$ cat src/ocs_pkg.sv
// ocs_pkg: shared constants, codes and bus carriers for the clock source
// assumes: one 50 MHz system clock; AXI4-Lite register access
`default_nettype none
package ocs_pkg;

  ////////////////////////////////////////////////////////////
  // clock rates and internal oscillator model
  localparam longint CLK_HZ     = 50_000_000;
  localparam longint INT_4M_HZ  = 4_000_000;
  localparam longint INT_8M_HZ  = 8_000_000;
  localparam longint INT_12M_HZ = 12_800_000;
  localparam int     ACC_W      = 24;
  localparam longint ACC_SPAN   = 64'h0000_0000_0100_0000;
  // accumulator step for a toggle rate of twice the oscillator
  localparam logic [ACC_W-1:0] STEP_4M  =
    ACC_W'((2 * INT_4M_HZ * ACC_SPAN) / CLK_HZ);
  localparam logic [ACC_W-1:0] STEP_8M  =
    ACC_W'((2 * INT_8M_HZ * ACC_SPAN) / CLK_HZ);
  localparam logic [ACC_W-1:0] STEP_12M8 =
    ACC_W'((2 * INT_12M_HZ * ACC_SPAN) / CLK_HZ);
  localparam int     TRIM_W     = 8;
  localparam int     TRIM_SHIFT = 9;
  localparam logic [TRIM_W-1:0] TRIM_RST = 8'h00;

  ////////////////////////////////////////////////////////////
  // field codes
  localparam logic [1:0] SRC_INT    = 2'h0;
  localparam logic [1:0] SRC_DIRECT = 2'h1;
  localparam logic [1:0] SRC_RC     = 2'h2;
  localparam logic [1:0] SRC_XTAL   = 2'h3;
  localparam logic [1:0] FRQ_4M     = 2'h0;
  localparam logic [1:0] FRQ_8M     = 2'h1;
  localparam logic [1:0] FRQ_12M8   = 2'h2;
  localparam logic [1:0] FRQ_RSVD   = 2'h3;
  localparam logic [1:0] RNG_HIGH   = 2'h0;
  localparam logic [1:0] RNG_MID    = 2'h1;
  localparam logic [1:0] RNG_LOW    = 2'h2;
  localparam logic [1:0] RNG_RSVD   = 2'h3;
  localparam logic [1:0] EDGES_TO_ENGAGE = 2'h2;

  ////////////////////////////////////////////////////////////
  // register map and control word layout
  localparam int ADDR_W = 8;
  localparam int DATA_W = 32;
  localparam int BYTE_W = 8;
  localparam int STRB_W = DATA_W / BYTE_W;
  localparam logic [ADDR_W-1:0] CTRL_ADDR = 8'h00;
  localparam logic [ADDR_W-1:0] TRIM_ADDR = 8'h04;
  localparam int HIT_CTRL   = 0;
  localparam int HIT_TRIM   = 1;
  localparam int CB_SRC     = 0;
  localparam int CB_FREQ    = 2;
  localparam int CB_RANGE   = 4;
  localparam int CB_EXT_EN  = 6;
  localparam int CB_ENGAGED = 7;
  localparam int CB_PIN_OUT = 8;
  localparam int CB_RUN_STP = 9;
  localparam logic [1:0] RESP_OKAY   = 2'h0;
  localparam logic [1:0] RESP_SLVERR = 2'h2;

  typedef enum logic [2:0] {
    ST_INT = 3'b001,
    ST_ARM = 3'b010,
    ST_EXT = 3'b100
  } ocs_state_t;

  typedef struct packed {
    logic [ADDR_W-1:0] awaddr;
    logic              awvalid;
    logic [DATA_W-1:0] wdata;
    logic [STRB_W-1:0] wstrb;
    logic              wvalid;
    logic              bready;
    logic [ADDR_W-1:0] araddr;
    logic              arvalid;
    logic              rready;
  } ocs_axil_req_t;

  typedef struct packed {
    logic              awready;
    logic              wready;
    logic [1:0]        bresp;
    logic              bvalid;
    logic              arready;
    logic [DATA_W-1:0] rdata;
    logic [1:0]        rresp;
    logic              rvalid;
  } ocs_axil_rsp_t;

endpackage : ocs_pkg
`default_nettype wire

$ cat src/ocs_int_osc.sv
// ocs_int_osc: trimmable internal oscillator as a phase accumulator
// assumes: system clock domain; tick_o marks each half period
`default_nettype none
module ocs_int_osc (
  input  wire logic                       clk_i,
  input  wire logic                       rstn_i,
  input  wire logic                       run_i,
  input  wire logic [1:0]                 freq_sel_i,
  input  wire logic [ocs_pkg::TRIM_W-1:0] trim_i,
  output logic                            tick_o
);
  import ocs_pkg::*;

  logic [ACC_W-1:0]        base_step;
  logic [ACC_W-1:0]        step;
  logic [ACC_W-1:0]        phase_reg;
  logic [ACC_W:0]          sum;
  logic signed [TRIM_W-1:0] trim_s;
  logic signed [ACC_W+1:0] base_s;
  logic signed [ACC_W+1:0] adj_s;
  logic signed [ACC_W+1:0] step_s;
  logic                    tick_reg;

  ////////////////////////////////////////////////////////////
  // nominal step; the reserved code is filtered upstream
  assign base_step = (freq_sel_i == FRQ_12M8) ? STEP_12M8 :  // RQ2
                     (freq_sel_i == FRQ_8M)   ? STEP_8M   :
                                                STEP_4M;
  // one trim count is 1/512 of nominal; larger trim, smaller step
  assign trim_s = trim_i;
  assign base_s = $signed({2'h0, base_step});
  assign adj_s  = $signed({{(TRIM_SHIFT+2){1'b0}},
                           base_step[ACC_W-1:TRIM_SHIFT]})
                  * (ACC_W+2)'(trim_s);
  assign step_s = base_s - adj_s;  // RQ6
  assign step   = step_s[ACC_W-1:0];
  assign sum    = {1'b0, phase_reg} + {1'b0, step};

  // carry out of the accumulator is a half-period tick
  always_ff @(posedge clk_i) begin
    if (!rstn_i || !run_i) begin
      phase_reg <= '0;
      tick_reg  <= 1'b0;
    end else begin
      phase_reg <= sum[ACC_W-1:0];
      tick_reg  <= sum[ACC_W];
    end
  end

  assign tick_o = tick_reg;
endmodule : ocs_int_osc
`default_nettype wire

$ cat src/ocs_clk_src.sv
// ocs_clk_src: oscillator source select and x4, x2, bus clock making
// assumes: 50 MHz clk_i, an AXI4-Lite master, oscillator pins outside
//
// What this block does
// [RQ1] bus clock is source clock over four
// [RQ2] internal osc 12.8/8/4 MHz, resets 4 MHz
// [RQ3] x4 clock equals source, feeds watchdog
// [RQ4] x2 clock is half of x4
// [RQ5] stop disables oscillators unless run option
// [RQ6] signed 8-bit trim, larger means slower
// [RQ7] software copies factory trim, never hardware
// [RQ8] software programs fields, waits, then enables
// [RQ9] software waits about 4096 crystal cycles
// [RQ10] external select enables input, crystal output
// [RQ11] two external rising edges before switching
// [RQ12] set engaged first, then stop internal
// [RQ13] clearing select and enable returns internal
// [RQ14] direct clock drives x4, pin output cleared
// [RQ15] crystal owns second pin, output bit ignored
// [RQ16] internal mode can drive x4 on pin
// [RQ17] software may precharge crystal via pin
// [RQ18] three crystal ranges, each own amplifier
// [RQ19] source codes internal, direct, RC, crystal
// [RQ20] frequency codes 4, 8, 12.8, reserved
// [RQ21] range codes high, mid, low, reserved
// [RQ22] engaged status bit shows external engagement
// [RQ23] reserved codes keep the current setting
`default_nettype none
module ocs_clk_src (
  input  wire logic                  clk_i,
  input  wire logic                  rstn_i,
  input  wire ocs_pkg::ocs_axil_req_t axil_req_i,
  output var  ocs_pkg::ocs_axil_rsp_t axil_rsp_o,
  input  wire logic                  stop_osc_enable_in_i,
  input  wire logic                  osc_in_pin_i,
  output logic                       osc_out_pin_o,
  output logic                       osc_out_pin_oe_o,
  output logic                       osc_in_pin_clk_en_o,
  output logic                       crystal_amp_en_o,
  output logic [1:0]                 crystal_range_o,
  output logic                       rc_osc_en_o,
  output logic                       internal_osc_run_o,
  output logic                       bus_clk_x4_b_o,
  output logic                       bus_clk_x2_c_o,
  output logic                       bus_clk_o,
  output logic                       watchdog_unit_clk_o
);
  import ocs_pkg::*;

  ////////////////////////////////////////////////////////////
  // state
  logic [1:0]        src_reg;
  logic [1:0]        freq_reg;
  logic [1:0]        range_reg;
  logic              ext_en_reg;
  logic              pin_out_reg;
  logic              run_stop_reg;
  logic [TRIM_W-1:0] trim_reg;
  logic              engaged_reg;
  logic              int_run_reg;
  ocs_state_t        state_reg;
  ocs_state_t        state_next;
  logic [1:0]        edge_cnt_reg;
  logic [1:0]        edge_cnt_next;
  logic              sync1_reg;
  logic              sync2_reg;
  logic              sync3_reg;
  logic              ext_lvl_reg;
  logic              ext_lvl_next;
  logic              ext_rise;
  logic              x4_reg;
  logic              x2_reg;
  logic              bus_reg;
  logic              x4_next;
  logic              x2_next;
  logic              bus_next;
  logic              osc_out_reg;
  logic              osc_out_oe_reg;
  logic              osc_out_next;
  logic              osc_out_oe_next;
  logic              osc_in_en_reg;
  logic              xtal_en_reg;
  logic              rc_en_reg;
  logic              osc_on;
  logic              int_tick;

  // bus side
  logic              aw_free_reg;
  logic              w_free_reg;
  logic              ar_free_reg;
  logic              bvalid_reg;
  logic              rvalid_reg;
  logic [1:0]        bresp_reg;
  logic [1:0]        rresp_reg;
  logic [ADDR_W-1:0] aw_addr_reg;
  logic [DATA_W-1:0] w_data_reg;
  logic [STRB_W-1:0] w_strb_reg;
  logic [DATA_W-1:0] rdata_reg;
  logic [DATA_W-1:0] ctrl_word;
  logic [DATA_W-1:0] trim_word;
  logic [DATA_W-1:0] rd_word;
  logic [DATA_W-1:0] ctrl_wr;
  logic [DATA_W-1:0] trim_wr;
  logic [1:0]        aw_hit;
  logic [1:0]        ar_hit;
  logic              aw_take;
  logic              w_take;
  logic              ar_take;
  logic              wr_go;
  logic              wr_ctrl;
  logic              wr_trim;
  logic [1:0]        src_next;
  logic [1:0]        freq_next;
  logic [1:0]        range_next;
  logic              pin_out_next;

  ////////////////////////////////////////////////////////////
  // word decode shared by the read and write paths
  function automatic logic [1:0] reg_hit(input logic [ADDR_W-1:0] a);
    reg_hit = '0;
    reg_hit[HIT_CTRL] = (a[ADDR_W-1:2] == CTRL_ADDR[ADDR_W-1:2]);
    reg_hit[HIT_TRIM] = (a[ADDR_W-1:2] == TRIM_ADDR[ADDR_W-1:2]);
  endfunction : reg_hit

  // byte-lane merge of a write into the stored word
  function automatic logic [DATA_W-1:0] lane_merge(
    input logic [DATA_W-1:0] old_w,
    input logic [DATA_W-1:0] new_w,
    input logic [STRB_W-1:0] s);
    lane_merge = old_w;
    for (int i = 0; i < STRB_W; i++) begin
      if (s[i]) begin
        lane_merge[i*BYTE_W +: BYTE_W] = new_w[i*BYTE_W +: BYTE_W];
      end
    end
  endfunction : lane_merge

  ////////////////////////////////////////////////////////////
  // register read view; concatenation follows the CB_ positions
  assign ctrl_word = DATA_W'({run_stop_reg, pin_out_reg,
                              engaged_reg, ext_en_reg,  // RQ22
                              range_reg, freq_reg, src_reg});
  assign trim_word = DATA_W'(trim_reg);

  // handshakes: address and data are held until both are in
  assign aw_take = axil_req_i.awvalid && aw_free_reg;
  assign w_take  = axil_req_i.wvalid && w_free_reg;
  assign ar_take = axil_req_i.arvalid && ar_free_reg;
  assign wr_go   = !aw_free_reg && !w_free_reg && !bvalid_reg;
  assign aw_hit  = reg_hit(aw_addr_reg);
  assign ar_hit  = reg_hit(axil_req_i.araddr);
  assign wr_ctrl = wr_go && aw_hit[HIT_CTRL];
  assign wr_trim = wr_go && aw_hit[HIT_TRIM];
  assign ctrl_wr = lane_merge(ctrl_word, w_data_reg, w_strb_reg);
  assign trim_wr = lane_merge(trim_word, w_data_reg, w_strb_reg);
  assign rd_word = ar_hit[HIT_CTRL] ? ctrl_word :
                   ar_hit[HIT_TRIM] ? trim_word : '0;

  // field updates; reserved codes are dropped, not stored
  assign src_next   = wr_ctrl ? ctrl_wr[CB_SRC +: 2] : src_reg;  // RQ19
  assign freq_next  = (wr_ctrl && ctrl_wr[CB_FREQ +: 2] != FRQ_RSVD)
                    ? ctrl_wr[CB_FREQ +: 2] : freq_reg;  // RQ20 RQ23
  assign range_next = (wr_ctrl && ctrl_wr[CB_RANGE +: 2] != RNG_RSVD)
                    ? ctrl_wr[CB_RANGE +: 2] : range_reg;  // RQ21 RQ23
  // direct clock mode keeps the pin for its other functions
  assign pin_out_next = (src_next == SRC_DIRECT) ? 1'b0 :  // RQ14
                        wr_ctrl ? ctrl_wr[CB_PIN_OUT] : pin_out_reg;

  ////////////////////////////////////////////////////////////
  // AXI4-Lite slave flops
  always_ff @(posedge clk_i) begin
    if (!rstn_i) begin
      aw_free_reg <= 1'b1;
      w_free_reg  <= 1'b1;
      ar_free_reg <= 1'b1;
      bvalid_reg  <= 1'b0;
      rvalid_reg  <= 1'b0;
      bresp_reg   <= RESP_OKAY;
      rresp_reg   <= RESP_OKAY;
      aw_addr_reg <= '0;
      w_data_reg  <= '0;
      w_strb_reg  <= '0;
      rdata_reg   <= '0;
    end else begin
      if (aw_take) begin
        aw_free_reg <= 1'b0;
        aw_addr_reg <= axil_req_i.awaddr;
      end else if (wr_go) begin
        aw_free_reg <= 1'b1;
      end
      if (w_take) begin
        w_free_reg <= 1'b0;
        w_data_reg <= axil_req_i.wdata;
        w_strb_reg <= axil_req_i.wstrb;
      end else if (wr_go) begin
        w_free_reg <= 1'b1;
      end
      if (wr_go) begin
        bvalid_reg <= 1'b1;
        bresp_reg  <= (|aw_hit) ? RESP_OKAY : RESP_SLVERR;
      end else if (bvalid_reg && axil_req_i.bready) begin
        bvalid_reg <= 1'b0;
      end
      if (ar_take) begin
        ar_free_reg <= 1'b0;
        rvalid_reg  <= 1'b1;
        rdata_reg   <= rd_word;
        rresp_reg   <= (|ar_hit) ? RESP_OKAY : RESP_SLVERR;
      end else if (rvalid_reg && axil_req_i.rready) begin
        ar_free_reg <= 1'b1;
        rvalid_reg  <= 1'b0;
      end
    end
  end

  assign axil_rsp_o = '{awready: aw_free_reg, wready: w_free_reg,
                        bresp: bresp_reg, bvalid: bvalid_reg,
                        arready: ar_free_reg, rdata: rdata_reg,
                        rresp: rresp_reg, rvalid: rvalid_reg};

  ////////////////////////////////////////////////////////////
  // software-visible fields; trim is never loaded by hardware
  always_ff @(posedge clk_i) begin
    if (!rstn_i) begin
      src_reg      <= SRC_INT;
      freq_reg     <= FRQ_4M;  // RQ2
      range_reg    <= RNG_HIGH;
      ext_en_reg   <= 1'b0;
      pin_out_reg  <= 1'b0;
      run_stop_reg <= 1'b0;
      trim_reg     <= TRIM_RST;
    end else begin
      src_reg     <= src_next;
      freq_reg    <= freq_next;
      range_reg   <= range_next;
      pin_out_reg <= pin_out_next;
      if (wr_ctrl) begin
        ext_en_reg   <= ctrl_wr[CB_EXT_EN];
        run_stop_reg <= ctrl_wr[CB_RUN_STP];
      end
      if (wr_trim) begin
        trim_reg <= trim_wr[TRIM_W-1:0];  // RQ6
      end
    end
  end

  ////////////////////////////////////////////////////////////
  // oscillator pin: three stages, level accepted when two agree
  assign ext_lvl_next = (sync2_reg == sync3_reg) ? sync3_reg
                                                 : ext_lvl_reg;
  assign ext_rise     = ext_lvl_next && !ext_lvl_reg;

  always_ff @(posedge clk_i) begin
    if (!rstn_i) begin
      sync1_reg   <= 1'b0;
      sync2_reg   <= 1'b0;
      sync3_reg   <= 1'b0;
      ext_lvl_reg <= 1'b0;
    end else begin
      sync1_reg   <= osc_in_pin_i;
      sync2_reg   <= sync1_reg;
      sync3_reg   <= sync2_reg;
      ext_lvl_reg <= ext_lvl_next;
    end
  end

  ////////////////////////////////////////////////////////////
  // stop gating: the run option overrides the stop disable
  assign osc_on = stop_osc_enable_in_i || run_stop_reg;  // RQ5

  ocs_int_osc u_int_osc (
    .clk_i      (clk_i),
    .rstn_i     (rstn_i),
    .run_i      (int_run_reg),
    .freq_sel_i (freq_reg),
    .trim_i     (trim_reg),
    .tick_o     (int_tick)
  );

  ////////////////////////////////////////////////////////////
  // source switch; hand over only while both levels are high
  always_comb begin
    state_next    = state_reg;
    edge_cnt_next = '0;
    case (state_reg)
      ST_INT: begin
        if (ext_en_reg && src_reg != SRC_INT) begin
          state_next = ST_ARM;
        end
      end
      ST_ARM: begin
        edge_cnt_next = edge_cnt_reg;
        if (ext_rise && edge_cnt_reg != EDGES_TO_ENGAGE) begin
          edge_cnt_next = edge_cnt_reg + 2'h1;  // RQ11
        end
        if (!ext_en_reg) begin
          state_next = ST_INT;
        end else if (edge_cnt_reg == EDGES_TO_ENGAGE
                     && ext_lvl_reg && x4_reg) begin
          state_next = ST_EXT;  // RQ11 RQ12
        end
      end
      ST_EXT: begin
        if (src_reg == SRC_INT && !ext_en_reg) begin
          state_next = ST_INT;  // RQ13
        end
      end
      default: begin
        state_next = ST_INT;
      end
    endcase
  end

  // engaged is raised with the switch; internal stops a cycle later
  always_ff @(posedge clk_i) begin
    if (!rstn_i) begin
      state_reg    <= ST_INT;
      edge_cnt_reg <= '0;
      engaged_reg  <= 1'b0;
      int_run_reg  <= 1'b0;
    end else begin
      state_reg    <= state_next;
      edge_cnt_reg <= edge_cnt_next;
      engaged_reg  <= (state_next == ST_EXT);  // RQ12 RQ22
      int_run_reg  <= osc_on && !engaged_reg;  // RQ12 RQ5
    end
  end

  ////////////////////////////////////////////////////////////
  // clock chain: x4 from source, x2 and bus by halving
  assign x4_next  = (state_reg == ST_EXT) ? ext_lvl_reg :  // RQ3 RQ14
                    int_tick ? !x4_reg : x4_reg;
  assign x2_next  = (x4_next && !x4_reg) ? !x2_reg : x2_reg;  // RQ4
  assign bus_next = (x2_next && !x2_reg) ? !bus_reg : bus_reg;  // RQ1

  always_ff @(posedge clk_i) begin
    if (!rstn_i) begin
      x4_reg  <= 1'b0;
      x2_reg  <= 1'b0;
      bus_reg <= 1'b0;
    end else begin
      x4_reg  <= x4_next;
      x2_reg  <= x2_next;
      bus_reg <= bus_next;
    end
  end

  ////////////////////////////////////////////////////////////
  // pin sharing; crystal mode ignores the pin output bit
  always_comb begin
    osc_out_next    = 1'b0;
    osc_out_oe_next = 1'b0;
    case (src_reg)
      SRC_XTAL: begin
        osc_out_oe_next = 1'b1;  // RQ10 RQ15
        osc_out_next    = !ext_lvl_reg;
      end
      SRC_INT, SRC_RC: begin
        osc_out_oe_next = pin_out_reg;  // RQ16
        osc_out_next    = pin_out_reg && x4_next;
      end
      default: begin
        osc_out_oe_next = 1'b0;  // RQ14
      end
    endcase
  end

  always_ff @(posedge clk_i) begin
    if (!rstn_i) begin
      osc_out_reg    <= 1'b0;
      osc_out_oe_reg <= 1'b0;
      osc_in_en_reg  <= 1'b0;
      xtal_en_reg    <= 1'b0;
      rc_en_reg      <= 1'b0;
    end else begin
      osc_out_reg    <= osc_out_next;
      osc_out_oe_reg <= osc_out_oe_next;
      osc_in_en_reg  <= (src_reg != SRC_INT);  // RQ10
      xtal_en_reg    <= (src_reg == SRC_XTAL) && osc_on;  // RQ18 RQ5
      rc_en_reg      <= (src_reg == SRC_RC) && osc_on;  // RQ5
    end
  end

  assign osc_out_pin_o       = osc_out_reg;
  assign osc_out_pin_oe_o    = osc_out_oe_reg;
  assign osc_in_pin_clk_en_o = osc_in_en_reg;
  assign crystal_amp_en_o    = xtal_en_reg;
  assign crystal_range_o     = range_reg;  // RQ18
  assign rc_osc_en_o         = rc_en_reg;
  assign internal_osc_run_o  = int_run_reg;
  assign bus_clk_x4_b_o      = x4_reg;
  assign bus_clk_x2_c_o      = x2_reg;
  assign bus_clk_o           = bus_reg;
  assign watchdog_unit_clk_o = x4_reg;  // RQ3
endmodule : ocs_clk_src
`default_nettype wire

$ cat config.mk
export PLATFORM = sky130hd
export DESIGN_NAME = ocs_clk_src
export DESIGN_NICKNAME = d
export VERILOG_FILES = /design/src/ocs_pkg.sv /design/src/ocs_int_osc.sv /design/src/ocs_clk_src.sv
export SDC_FILE = /design/constraint.sdc
export NUM_CORES = 1
export LEC_CHECK = 0
export BUFFER_PORTS_ARGS = -buffer_cell sky130_fd_sc_hd__buf_2
export CORE_MARGIN = 5
export CORE_UTILIZATION = 40
export CTS_CLUSTER_SIZE = 8
export DETAILED_ROUTE_END_ITERATION = 12
export HOLD_SLACK_MARGIN = 0.12
export MAX_ROUTING_LAYER = met4
export PLACE_DENSITY_LB_ADDON = 0.05
export SYNTH_ARGS = -nofsm -noshare
export SYNTH_HDL_FRONTEND = slang
export SYNTH_SLANG_ARGS = --single-unit
$ cat constraint.sdc
create_clock -name clk_i -period 14.5 [get_ports clk_i]
set_input_delay 0 -clock clk_i [delete_from_list [all_inputs] [get_ports clk_i]]
set_output_delay 0 -clock clk_i [all_outputs]
set_load 0.02 [all_outputs]
==> results <==
- The flow ran to the end, and the final reports show no timing, DRC or antenna violations.
- The netlist area before placement is around 0.0096 mm2.
- The analysis attributes to net switching a power of 242 uW.
- The count of nets left with antenna violations once routing finished came out at 0.
- In the synthesized netlist the async set-or-reset flop fraction comes to 0%.
- The boundary pin count is 114.
- CTS saw between 90 and 100 sinks.
- Once the clock tree was built, the setup fixing pass inserted 0 buffers.
- The setup path with the least slack is of type reg2reg.
- Clock-pin slew was measured on the worst setup and hold paths at ~0.080 ns.
- The multiplexer share of the synthesized area is 2.54%.
- The sequential fraction of design power is 39.2%.
- Counting the buffers created by CTS gives 9.
- The most common flop cell mapped by yosys is sky130_fd_sc_hd__dfxtp_1.
- In this run the standard cell core region covers 0.0236 mm2.
- The clock passes through at most 2 buffers.
- Of all nets on the critical path, the largest fanout is 18.
- The total wire length is 23.3 mm.
- The final hold violation count came to 0.
- Dividing the detail-routed wire length by the instance count gives 15.4 um.
- The synthesized netlist devotes 3.82% of its cell area to XOR and XNOR gates.
- The clock tree from TritonCTS is yes.
- The slowest stage of the critical path is the sky130_fd_sc_hd__fa_1 cell.
- Yosys mapped a number of flops with a built-in enable equal to 0.
- The count of mapped cells out of synthesis is 1127.
- The sum of negative setup slack is 0 ns.
- Timing would allow up to about 0.12 GHz.
- The initial antenna violation count is 0.
- The cell area after placement is 0.0100 mm2.
- Routability-driven placement finished with a final weighted congestion of 0.809.
- Input and output buffers added on the ports amount to just over 60.
- For this block, the initial DRC count from the detailed router was between 300 and 400.
- The distinct cell type count after synthesis is 74.
- The library cell used most frequently in the layout, excluding fill and tap cells, is sky130_fd_sc_hd__inv_1.
- The final worst setup slack is 6.49 ns.
- By area, the combinational part of the netlist is dominated by adder cells.
- The die height is 165 um.
- Summing the areas of all compound-gate instances in the mapped netlist gives between 10% and 20% of the synthesized area.
- The setup slack at placement is 6.43 ns.
- The initial utilization of the core area, before any placement, comes to between 40% and 50%.
- The later pin in the worst-skew pair is clocked with a latency of about 0.35 ns.
- The most numerous cell on the critical path is sky130_fd_sc_hd__inv_1.
- The internal power summed over all cells is 471 uW.
- The clock tree root buffer cell is sky130_fd_sc_hd__clkbuf_16.
- The via count of the first global-routing pass was 7691.
- The part of the power in combinational logic is 26.9%.
- The part of the cycle the worst path needs is 55.3%.
- The standby leakage power is 4.70 nW.
- The floorplan row count is 56.
- The library cell with the largest summed area after synthesis is sky130_fd_sc_hd__dfxtp_1.
- Counting I/O delays and the setup requirement, the final critical path takes 8.01 ns.
- The clock network accounts for around a third of the total power.
- The area share of the leading cell type in the synthesized netlist is between 10% and 20%.
- The first global-routing pass estimated between 30 and 40 mm of wire.
- The die outline area is 0.0273 mm2.
- Counting both buffers and inverters, the worst setup path holds a total of 7.
- In this run the power density over the cells is 66.9 mW/mm2.
- The routed layout has 7597 vias.
- The worst setup skew after layout is 0.0113 ns.
- The number of remaining DRC errors is 0.
- The critical path endpoint category is a flip-flop.
- Summing the areas of all and, or, nand and nor instances in the mapped netlist gives 17.4% of the synthesized area.
- After Yosys synthesis, full adders, half adders and majority gates account for 30.4% of the synthesized area.
- For the pin with the worst max-slew slack, the measured transition is 0.784 ns.
- The class of the tightest hold or removal check is in2reg.
- Global routing used roughly 18% of the available tracks.
- After synthesis, the cell types taking the most area are sky130_fd_sc_hd__dfxtp_1, sky130_fd_sc_hd__fa_1, sky130_fd_sc_hd__ha_1.
- The final hold slack is approximately 0.16 ns.
- The normalized max-slew margin is 47.6%.
- The switching share of power is between 30% and 40%.
- The number of levels the H-tree was split into is 3.
- Setup violations remaining at the end of the flow were counted as 0.
- The library cells used most frequently in the layout, excluding fill and tap cells, are sky130_fd_sc_hd__inv_1, sky130_fd_sc_hd__nand2_1, sky130_fd_sc_hd__ha_1.
- STA puts the critical path data required time at 14.75 ns.
- The number of flip-flops under the largest register name is 24.
- The worst setup path is launched from a flip-flop.
- The total count of max-transition violations in the final report is 0.
- Relative to the synthesized area, the layout overhead comes to 10.7%.
- The net count of the finished layout is 1436.
- The worst stage delay on the critical path is 0.57 ns.
- The final core utilization is 45.1%.
- After detailed routing, the number of vias per cell comes to around 5.0.
- The maximum number of pins on one net before global-route repair is 73.
- The HPWL after detailed placement is 18.8 mm.
- At the worst endpoint, the arrival time is 8.26 ns.
- The finished layout cell area is ~0.011 mm2.
- Among cell families on the critical path, the largest total delay comes from adder cells.
- The number of antenna repair diodes is 0.
- Of the cells placed in the final design, the portion with a size suffix greater than 1 is 8.53%.
- The sum of overflow across all layers after global routing is 0.
- Synthesis inferred 96 register bits.
- Sequential elements use approximately a fifth of the synthesized area.
- The count of max-cap constraint violations is 0.
- VDD sags by at most 47.4 uV.
- The count of warnings emitted by yosys is 0.
- Setup repair after global routing left no endpoint under its margin.
- The first detailed-routing pass ran for 5 iterations.
- The width of the die is 165 um.
- The average instance in the mapped netlist occupies about 8.5 um2.
-- path summary, 6_finish.rpt --
check | from | endpoint | slack, ns | depth (start not counted)
min | axil_req_i[9] | rdata_reg[8]$_SDFFE_PN0P_ | 0.16 | 5
min reg2reg | engaged_reg$_SDFF_PN0_ | internal_osc_run_o$_SDFF_PN0_ | 0.42 | 1
max | freq_reg[0]$_SDFFE_PN0P_ | u_int_osc.phase_reg[23]$_SDFF_PP0_ | 6.49 | 27
max reg2reg | freq_reg[0]$_SDFFE_PN0P_ | u_int_osc.phase_reg[23]$_SDFF_PP0_ | 6.49 | 27
-- cell families after synthesis --
group,after synthesis
flops,96
xor+xnor,42
mux,23
compound gates,222
buf+inv,221
other cells,2
simple gates,337
fa+ha+maj,184
-- tightest hold or removal path: stages --
cell	delay, ns
sky130_fd_sc_hd__buf_2	0.07
sky130_fd_sc_hd__or4_1	0.12
sky130_fd_sc_hd__nor4_1	0.07
sky130_fd_sc_hd__a22oi_1	0.14
sky130_fd_sc_hd__nor2b_1	0.06
-- synth_stat cells, types with 23 or more instances --
cell and n:
sky130_fd_sc_hd__a21o_1 23, sky130_fd_sc_hd__nor3_1 26, sky130_fd_sc_hd__nand3_1 28, sky130_fd_sc_hd__clkbuf_1 26, sky130_fd_sc_hd__nor2b_1 35, sky130_fd_sc_hd__xnor2_1 24
sky130_fd_sc_hd__a21oi_1 56, sky130_fd_sc_hd__nand2_1 123, sky130_fd_sc_hd__fa_1 83, sky130_fd_sc_hd__inv_1 153, sky130_fd_sc_hd__ha_1 101, sky130_fd_sc_hd__o21ai_0 26
sky130_fd_sc_hd__dfxtp_1 96, sky130_fd_sc_hd__nor2_1 45, sky130_fd_sc_hd__buf_4 36
-- per-stage QoR --
step | cells | total power, mW
2_1_floorplan | 1150 | 0.436
3_3_place_gp | 1466 | 0.471
3_5_place_dp | 1466 | 0.472
4_1_cts | 1515 | 0.725
5_1_grt | 1515 | 0.758
6_report | 1515 | 0.713
-- power by group through the flow --
| stage | combinational [mW] | clock, mW | sequential [mW] |
|---|---|---|---|
| floorplan | 0.151 | 0 | 0.284 |
| global placement | 0.185 | 0 | 0.286 |
| detailed placement | 0.186 | 0 | 0.286 |
| CTS | 0.193 | 0.252 | 0.280 |
| global route | 0.216 | 0.261 | 0.281 |
| finish | 0.191 | 0.242 | 0.280 |
-- cell type report --
| type | instances | area (um2) |
|---|---|---|
| well taps | 319 | 399 |
| flip-flops and latches | 96 | 1920 |
| inverters | 154 | 578 |
| repair buffers | 97 | 658 |
| fillers | 2429 | 13000 |
| clock buffers | 9 | 225 |
| clock inverters | 7 | 61.3 |
| multi-input cells | 833 | 6810 |
-- repair_timing --
item,in CTS,in global routing
hold buffers,33,0
gates resized for setup,0,0
endpoints found under the setup margin,0,0
hold endpoints to repair,37,0
-- layer usage --
layer | track usage [%] | wire length (um) | share of wire [%]
met1 | 25.5 | 11300 | 48
met2 | 29.1 | 10900 | 47
met3 | 2.16 | 775 | 3.3
met4 | 4.39 | 386 | 1.7
met5 | - | 0 | 0
Power figures use the tool's default switching activity.
